<file path="config.mk">
export PLATFORM = sky130hd
export DESIGN_NAME = pcx_ext_irq
export DESIGN_NICKNAME = d
export VERILOG_FILES = /design/src/core/pcx_sync3.v /design/src/core/pcx_ext_irq.v
export VERILOG_INCLUDE_DIRS = /design/src /design/src/core
export SDC_FILE = /design/constraint.sdc
export NUM_CORES = 1
export LEC_CHECK = 0
export ABC_AREA = 0
export BUFFER_PORTS_ARGS = -buffer_cell sky130_fd_sc_hd__buf_2
export CAP_MARGIN = 20
export CORE_ASPECT_RATIO = 1.5
export CORE_MARGIN = 2
export CORE_UTILIZATION = 50
export DETAILED_ROUTE_END_ITERATION = 8
export GPL_ROUTABILITY_DRIVEN = 0
export MAX_ROUTING_LAYER = met4
export PLACE_DENSITY = 0.77
export SYNTH_ARGS = -nofsm -noshare
export SYNTH_HDL_FRONTEND = slang
export SYNTH_HIERARCHICAL = 1
export SYNTH_SLANG_ARGS = --single-unit
</file>
<file path="constraint.sdc">
create_clock -name ref_clk -period 1.3 [get_ports ref_clk]
set_input_delay 0.065 -clock ref_clk [delete_from_list [all_inputs] [get_ports ref_clk]]
set_output_delay 0.065 -clock ref_clk [all_outputs]
set_load 0.005 [all_outputs]
</file>
<file path="src/core/pcx_defines.vh">
`ifndef PCX_DEFINES_VH
`define PCX_DEFINES_VH

// flag register location, data-space view and the i/o-instruction view
`define PCX_FLAGS_DATA_OFS 8'h3b
`define PCX_IO_SPACE_BASE 8'h20
`define PCX_FLAGS_IO_OFS (`PCX_FLAGS_DATA_OFS - `PCX_IO_SPACE_BASE)

// flag register layout
`define PCX_FLAG_BITS 4
`define PCX_FLAGS_RESET 4'h0
`define PCX_UPPER_READ 4'h0
`define PCX_RDATA_RESET 8'h00

// pin-change groups
`define PCX_NUM_GROUPS 4
`define PCX_GROUP_W 8
`define PCX_NUM_PINS 32

// dedicated interrupt pins and their two-bit sense field
`define PCX_NUM_EXT 3
`define PCX_SENSE_W 2
`define PCX_SENSE_LOW 2'h0
`define PCX_SENSE_ANY 2'h1
`define PCX_SENSE_FALL 2'h2
`define PCX_SENSE_RISE 2'h3

// synchroniser fill count before its output is trusted
`define PCX_SYNC_FILL 2'h3

`endif

</file>
<file path="src/core/pcx_sync3.v">
`include "pcx_defines.vh"

// three-stage pin synchroniser; a change is taken once stages two and
// three agree, so a single metastable sample never reaches the logic
module pcx_sync3 #(
   parameter W = 1
) (
   // clock and reset
   input wire ref_clk,
   input wire nrst,
   // pins from outside the clock domain
   input wire [W-1:0] async_in,
   // filtered levels
   output reg [W-1:0] stable_q,
   output reg primed_q
);

   reg [W-1:0] s1_q;
   reg [W-1:0] s2_q;
   reg [W-1:0] s3_q;
   reg [1:0] fill_q;
   wire [W-1:0] agree;

   // only stages two and three are compared, never stage one
   assign agree = ~(s2_q ^ s3_q);

   // shift chain and agreement filter
   always @(posedge ref_clk or negedge nrst) begin
      if (!nrst) begin
         s1_q <= {W{1'b0}};
         s2_q <= {W{1'b0}};
         s3_q <= {W{1'b0}};
         stable_q <= {W{1'b0}};
         fill_q <= 2'h0;
         primed_q <= 1'b0;
      end else begin
         s1_q <= async_in;
         s2_q <= s1_q;
         s3_q <= s2_q;
         stable_q <= (stable_q & ~agree) | (s3_q & agree);
         // the reset value of the chain is not a real pin level
         if (fill_q != `PCX_SYNC_FILL) begin
            fill_q <= fill_q + 2'h1;
         end
         primed_q <= (fill_q == `PCX_SYNC_FILL);
      end
   end

endmodule

</file>
<file path="src/core/pcx_ext_irq.v">
`include "pcx_defines.vh"

// Operation
// - pins driven as outputs still raise interrupts from their own drive.
// - group n requests on any enabled toggle of inputs 8n+7 to 8n.
// - per-group masks choose which pins may contribute to the group.
// - pin-change detection runs without the i/o clock, waking any sleep.
// - each dedicated pin triggers on falling edge, rising edge, any change or low level.
// - a level-sensed dedicated pin requests for as long as it stays low.
// - edge recognition on dedicated pins needs the running i/o clock.
// - low-level detection on dedicated pins is clock-free and can wake.
// - the i/o clock stops in every sleep mode except idle.
// - a low level must outlast start-up, else the part wakes unserviced.
// - a group request sets its flag, bit 3 for top group to bit 0.
// - vector only when flag, group enable and global enable are all set.
// - a group flag clears when its interrupt routine starts.
// - writing one to a flag bit clears that flag.
// - flag register answers at data offset 0x3b and i/o address 0x1b.
module pcx_ext_irq (
   // clock and reset
   input wire ref_clk,
   input wire nrst,
   // pin-change pins: pad level, port drive and direction (1 = output)
   input wire [31:0] pin_change_pad,
   input wire [31:0] pin_change_drive,
   input wire [31:0] pin_change_dir,
   // dedicated interrupt pins: pad level, port drive and direction
   input wire [2:0] ext_pad,
   input wire [2:0] ext_drive,
   input wire [2:0] ext_dir,
   // configuration held by the surrounding core
   input wire [7:0] pin_change_mask_group0,
   input wire [7:0] pin_change_mask_group1,
   input wire [7:0] pin_change_mask_group2,
   input wire [7:0] pin_change_mask_group3,
   input wire [3:0] pin_change_control,
   input wire [5:0] edge_level_control,
   input wire [2:0] ext_irq_enable,
   input wire status_register_ie,
   // i/o clock running, low in every sleep mode but idle
   input wire io_clk_run,
   // handler entry pulses from the core
   input wire [3:0] group_vector_ack,
   input wire [2:0] ext_vector_ack,
   // register access port
   input wire [7:0] io_addr,
   input wire io_space,
   input wire io_wr,
   input wire io_rd,
   input wire [7:0] io_wdata,
   output reg [7:0] io_rdata,
   // interrupt requests to the core
   output wire pin_change_request_group0,
   output wire pin_change_request_group1,
   output wire pin_change_request_group2,
   output wire pin_change_request_group3,
   output wire [2:0] ext_irq_req,
   // state for the core and the sleep controller
   output wire [3:0] pin_change_flags,
   output wire [2:0] ext_edge_flags,
   output reg wake_req
);

   // any set bit per group of eight
   function [3:0] group_any;
      input [31:0] v;
      integer g;
      begin
         group_any = 4'h0;
         for (g = 0; g < `PCX_NUM_GROUPS; g = g + 1) begin
            group_any[g] = |v[g*`PCX_GROUP_W +: `PCX_GROUP_W];
         end
      end
   endfunction

   // edge match for one dedicated pin; the level mode never sets a flag
   function ext_edge;
      input [1:0] sense;
      input now;
      input prev;
      begin
         case (sense)
            `PCX_SENSE_FALL: ext_edge = prev & ~now;
            `PCX_SENSE_RISE: ext_edge = ~prev & now;
            `PCX_SENSE_ANY: ext_edge = prev ^ now;
            default: ext_edge = 1'b0;
         endcase
      end
   endfunction

   // two-bit sense field of dedicated pin n
   function [1:0] pin_sense;
      input [5:0] ctrl;
      input integer n;
      begin
         pin_sense = ctrl[n*`PCX_SENSE_W +: `PCX_SENSE_W];
      end
   endfunction

   // flag register decode in both address views; the right number in the
   // wrong view is a miss, since it names another register there
   function flag_hit;
      input [7:0] addr;
      input space;
      begin
         if (space) begin
            flag_hit = (addr == `PCX_FLAGS_IO_OFS);
         end else begin
            flag_hit = (addr == `PCX_FLAGS_DATA_OFS);
         end
      end
   endfunction

   wire [31:0] pc_level;
   wire [2:0] ext_level;
   wire [31:0] pc_stable;
   wire [2:0] ext_stable;
   wire pc_primed;
   wire ext_primed;
   wire [31:0] pc_mask;
   wire [31:0] pc_toggle;
   wire [3:0] pc_set;
   wire flags_hit;
   wire [3:0] wr_clear;
   wire [3:0] pc_req;
   wire [2:0] ext_low;

   reg [31:0] pc_prev_q;
   reg [2:0] ext_prev_q;
   reg pc_armed_q;
   reg ext_armed_q;
   reg [3:0] flags_q;
   reg [3:0] flags_d;
   reg [2:0] ext_flag_q;
   reg [2:0] ext_flag_d;
   reg [2:0] ext_hit;
   reg [2:0] ext_req_d;
   integer i;

   // a pin set as output is watched through its own drive, so software
   // can raise an interrupt by writing the port
   // trade-off: the pad of an output pin is ignored, so a clash is unseen
   assign pc_level = (pin_change_dir & pin_change_drive) |
                     (~pin_change_dir & pin_change_pad);
   assign ext_level = (ext_dir & ext_drive) | (~ext_dir & ext_pad);

   // pins cross into the clock domain through three flops
   // both chains arm after the same fill, so every pin starts together
   pcx_sync3 #(
      .W(`PCX_NUM_PINS)
   ) u_pc_sync (
      .ref_clk(ref_clk),
      .nrst(nrst),
      .async_in(pc_level),
      .stable_q(pc_stable),
      .primed_q(pc_primed)
   );

   pcx_sync3 #(
      .W(`PCX_NUM_EXT)
   ) u_ext_sync (
      .ref_clk(ref_clk),
      .nrst(nrst),
      .async_in(ext_level),
      .stable_q(ext_stable),
      .primed_q(ext_primed)
   );

   // masks laid out so group n owns bits 8n+7 down to 8n
   assign pc_mask = {pin_change_mask_group3, pin_change_mask_group2,
                     pin_change_mask_group1, pin_change_mask_group0};

   // toggle is stable level against last level; masked pins are dropped
   // before the group or, so they can never reach a request
   assign pc_toggle = (pc_stable ^ pc_prev_q) & pc_mask &
                      {`PCX_NUM_PINS{pc_armed_q}};
   assign pc_set = group_any(pc_toggle);

   // pin-change history runs on the always-on path, not gated by the
   // i/o clock, so a toggle in deep sleep still sets a flag
   // the armed bit hides the reset value of the history, which is not a
   // real pin level and would otherwise read as a toggle
   always @(posedge ref_clk or negedge nrst) begin
      if (!nrst) begin
         pc_prev_q <= {`PCX_NUM_PINS{1'b0}};
         pc_armed_q <= 1'b0;
      end else begin
         pc_prev_q <= pc_stable;
         pc_armed_q <= pc_primed;
      end
   end

   // one decode serves both the write clear and the read
   assign flags_hit = flag_hit(io_addr, io_space);
   // only ones clear; zeros and upper bits are ignored
   assign wr_clear = (io_wr & flags_hit) ?
                     io_wdata[`PCX_FLAG_BITS-1:0] : 4'h0;

   // set beats clear so a toggle landing on the clear cycle is kept
   always @* begin
      flags_d = (flags_q & ~(wr_clear | group_vector_ack)) | pc_set;
   end

   // flag store, the only state the register port can change
   always @(posedge ref_clk or negedge nrst) begin
      if (!nrst) begin
         flags_q <= `PCX_FLAGS_RESET;
      end else begin
         flags_q <= flags_d;
      end
   end

   // reads have no side effect; unmapped addresses read zero
   // limitation: a read in the clear cycle returns the flags before it
   always @(posedge ref_clk or negedge nrst) begin
      if (!nrst) begin
         io_rdata <= `PCX_RDATA_RESET;
      end else if (io_rd) begin
         if (flags_hit) begin
            io_rdata <= {`PCX_UPPER_READ, flags_q};
         end else begin
            io_rdata <= `PCX_RDATA_RESET;
         end
      end
   end

   // a group vectors only with its flag, its enable and the global bit
   // requests follow the flag store, so they drop together with the flag
   assign pc_req = flags_q & pin_change_control &
                   {`PCX_FLAG_BITS{status_register_ie}};
   assign pin_change_request_group0 = pc_req[0];
   assign pin_change_request_group1 = pc_req[1];
   assign pin_change_request_group2 = pc_req[2];
   assign pin_change_request_group3 = pc_req[3];
   assign pin_change_flags = flags_q;

   // low level straight from the synchronised pin, no i/o clock involved
   // limitation: the core must only sample it once start-up has ended
   assign ext_low = ~ext_stable & {`PCX_NUM_EXT{ext_armed_q}};

   // once armed, edge history only advances while the i/o clock runs; after a sleep
   // the first compare is against the level held at sleep entry
   always @(posedge ref_clk or negedge nrst) begin
      if (!nrst) begin
         ext_prev_q <= {`PCX_NUM_EXT{1'b0}};
         ext_armed_q <= 1'b0;
      end else begin
         ext_armed_q <= ext_primed;
         // until armed the history tracks the pin even in sleep, so the
         // zero left by reset never shows up as a rising edge later
         if (io_clk_run || !ext_armed_q) begin
            ext_prev_q <= ext_stable;
         end
      end
   end

   // per-pin edge match, flag update and request select
   always @* begin
      ext_hit = 3'h0;
      ext_req_d = 3'h0;
      ext_flag_d = ext_flag_q;
      for (i = 0; i < `PCX_NUM_EXT; i = i + 1) begin
         // edges are only seen with the i/o clock running
         ext_hit[i] = io_clk_run & ext_armed_q &
            ext_edge(pin_sense(edge_level_control, i),
                     ext_stable[i], ext_prev_q[i]);
         ext_flag_d[i] = (ext_flag_q[i] & ~ext_vector_ack[i]) | ext_hit[i];
         if (pin_sense(edge_level_control, i) == `PCX_SENSE_LOW) begin
            // no latch: a level gone before start-up ends asks nothing
            ext_req_d[i] = ext_low[i];
         end else begin
            ext_req_d[i] = ext_flag_q[i];
         end
      end
   end

   // edge flags, held until the core enters the handler
   always @(posedge ref_clk or negedge nrst) begin
      if (!nrst) begin
         ext_flag_q <= 3'h0;
      end else begin
         ext_flag_q <= ext_flag_d;
      end
   end

   // the pin enable and the global bit gate level and edge requests
   // alike; an edge flag is kept while they are off
   assign ext_irq_req = ext_req_d & ext_irq_enable &
                        {`PCX_NUM_EXT{status_register_ie}};
   assign ext_edge_flags = ext_flag_q;

   // wake ignores the global bit so a sleeping core is brought back even
   // with interrupts off; level wake is only possible in level mode
   // limitation: wake follows the flag one cycle later
   always @(posedge ref_clk or negedge nrst) begin
      if (!nrst) begin
         wake_req <= 1'b0;
      end else begin
         wake_req <= (|(flags_q & pin_change_control)) |
                     (|(ext_req_d & ext_irq_enable));
      end
   end

endmodule

</file>
==> impl_metrics.csv <==
group,metric,value,unit
setup_path,critPathArrivalTime,1570,ps
route,wirelength,13.7,mm
die,fp.dieH,146,µm
grt,met2_usage,0.353,
grt,globalRouteMet1Util,0.229,
sta,finalHoldViolations,0,
route,drcViolationCount,0,
grt,grtUsageTotal,0.203,
placement,pre_cts_slack,-103,ps
flow_run,cap_violations,0,
route,drtPass1Iterations,5,
cells_and_area,nFillCells,843,
synth,syn_area_per_cell,16.3,µm²
clock_tree,cts.sink_count,195,
sta,maxSlewViolCount,0,
power,netSwitchingFraction,0.230,
clock_tree,cts-root-buf,"clkbuf_16",
setup_path,max_stage_delay,420,ps
die,core_area,13300,µm²
grt,antenna_found_initial,0,
power,pwr-share-comb,0.133,
power,power_density,1450,nW/µm²
outcome,violations,"negative setup slack",
setup_path,crit_required,1240,ps
synth,synth_cell_types,25,
cells_and_area,finalNetCount,945,
synth,syn-instance-count,415,
setup_path,critPathLaunchType,"flop",
cells_and_area,syn_to_final_growth,46.6,%
die,dieArea,14500,µm²
synth,ys_warn_count,6,
clock_tree,htreeDepth,4,
outcome,status,"finished, violations left",
cells_and_area,utilization,0.743,
placement,dp_hpwl,8.68,mm
die,io_pins,203,
synth,synth_top_area_frac,0.722,
setup_path,path_max_fanout,2,
die,rows,52,
clock_tree,clkTransAtPathRegs,60,ps
power,leakagePower,4.68,nW
setup_path,worst_setup_path_end_kind,"output port",
grt,grt_pass1_wl,22.3,mm
sta,setup_slack,-339,ps
route,wl_per_cell,14.8,µm
die,die_x,98.9,µm
grt,grt_overflow,0,
synth,ys_seq_area_frac,0.722,
clock_tree,cts_buffers,17,
cells_and_area,drive_gt1_frac,0.463,
power,p_int,11.1,mW
clock_tree,cts_tree,"done",
sta,setup_viol,6,
synth,ys_ff_latch,195,
hold_path,hp-class,"input pin to flop",
sta,skew,7.19,ps
cells_and_area,num_antenna_cells,0,
synth,synth_area,6760,µm²
setup_path,critPathKind,"flop to output port",
grt,grtUsageMet3,0.0412,
setup_path,slowest_stage,"o41ai_2",
route,viasPerCell,4.88,
setup_path,cp_cell_sequence,"o41ai_2 > and3_1 > buf_2",
setup_path,cp_top_family,"compound AO/OA/AOI/OAI gates",
placement,io_buffers,194,
grt,first_global_vias,4946,
power,power_frac_seq,0.488,
route,drtIter0Drc,102,
sta,rsz0062_at_grt,"yes",
route,vias,4536,
grt,busiest_layer,"met2",
power,p_sw,3.32,mW
setup_path,path_buf_inv,1,
sta,finalCriticalPeriod,1640,ps
power,max-vdd-ir-drop,0.958,mV
clock_tree,insertion_delay,410,ps
grt,grt_max_degree,52,
sta,fmax,0.610,GHz
route,ant_nets,0,
power,power_frac_clock,0.379,
clock_tree,clock_path_buffers,2,
synth,netlist.top_cell.by_area,"dfrtp_1",
synth,yosys-top-cells-area,"dfrtp_1, mux2_2, maj3_2",
die,initial_utilization,0.507,
sta,min_period_over_period,1.26,
layout by cell type, fill, tap and decap left out, types with 2 or more instances in the layout:
master,count
nand2_1,15
bufinv_16,4
buf_2,193
xnor2_1,3
a22oi_1,14
inv_4,2
ha_1,6
o21ai_0,10
a32o_1,4
buf_12,3
inv_6,4
clkbuf_16,17
inv_2,2
o22ai_1,2
ha_2,2
clkinvlp_4,3
a22oi_2,5
buf_4,29
buf_6,2
a21oi_2,2
conb_1,4
o41ai_2,3
nand4_1,5
dfrtp_1,195
and3_1,7
inv_1,14
ha_4,2
mux2_2,35
mux2_4,4
dlygate4sd3_1,94
maj3_2,35
xor2_1,32
nor2_1,2
synthesized netlist by cell type, drive strengths merged:
cell type  instances
a21oi              3
a22oi             19
a32o               4
and3               7
buf                4
conb               1
dfrtp            195
ha                10
inv               18
maj3              35
mux2              39
nand2             15
nand3b             1
nand4              5
nand4bb            1
nor2               2
nor3b              2
nor4b              2
o21ai             11
o22ai              3
o41ai              3
xnor2              3
xor2              32
routing by layer:
layer	wire length, µm	part of all wire
met2	7630	0.56
met1	5090	0.37
met5	0	0
met4	288	0.021
met3	731	0.053
final cells by class:
class | instances | area [µm²] | area share
Multi-Input combinational cell | 201 | 1910 | 0.193
Clock buffer | 18 | 429 | 0.0433
Timing Repair Buffer | 322 | 2220 | 0.224
Sequential cell | 195 | 4880 | 0.492
Clock inverter | 13 | 198 | 0.0199
Tap cell | 162 | 203 | 0.0204
Inverter | 18 | 72.6 | 0.00732
power groups by stage:
stage	clock network (mW)	registers [mW]	logic (mW)
3_3_place_gp	0	7.13	1.27
6_report	5.46	7.04	1.91
2_1_floorplan	0	7.09	0.697
4_1_cts	5.61	7.04	1.75
5_1_grt	5.86	7.11	2.10
3_5_place_dp	0	7.19	1.32
logic make-up (layout without fill, tap and decap cells):
group	after synthesis	count (layout)	share of synthesized area
and+or+nand+nor	35	35	0.0309
other	1	4	0.000555
buffers and inverters	22	371	0.0144
AOI/OAI and AO/OA	43	43	0.0441
adders and majority gates	45	45	0.0768
muxes	39	39	0.0661
DFF	195	195	0.722
xor gates and xnor gates	35	35	0.0453
per-stage QoR:
| stage | power [mW] | setup TNS, ps | area, µm² | hold slack [ps] | std cells |
|---|---|---|---|---|---|
| 2_1_floorplan | 7.78 | 0 | 6770 | -231 | 418 |
| 6_report | 14.4 | -1020 | 9910 | 38.8 | 929 |
| 3_5_place_dp | 8.52 | -311 | 8060 | 52.5 | 783 |
| 4_1_cts | 14.4 | -1060 | 9770 | 17.4 | 922 |
| 5_1_grt | 15.1 | -1450 | 9910 | 38.9 | 929 |
| 3_3_place_gp | 8.40 | -249 | 8060 | 48.4 | 783 |
timing repair:
action | in CTS | in global routing
gates resized for setup | 7 | 24
endpoints found under the setup margin | 7 | 11
setup buffers | 14 | 9
hold buffers | 94 | 0
cloned | 0 | 0
pin swaps | 16 | 18
endpoints found under the hold margin | 214 | 0
worst paths after layout:
path	startpoint	to	slack [ps]	cells past startpoint
min in group asynchronous	nrst	u_pc_sync/s1_q[12]	150	2
hold reg to reg	u_pc_sync/s1_q[3]	u_pc_sync/s2_q[3]	350	0
max in group asynchronous	nrst	u_pc_sync/s3_q[23]	580	3
hold / removal	pin_change_mask_group0[0]	pin_change_flags[0]	40	4
setup / recovery	flop	ext_irq_req[0]	-340	3
setup reg to reg	flop	ext_edge_flags[0]	-40	5
tightest hold or removal path, cell delays in order:
cell     delay (ps)
buf_2            80
a22oi_1          60
nand4_1          90
a32o_1          110
Power figures use the tool's default switching activity.
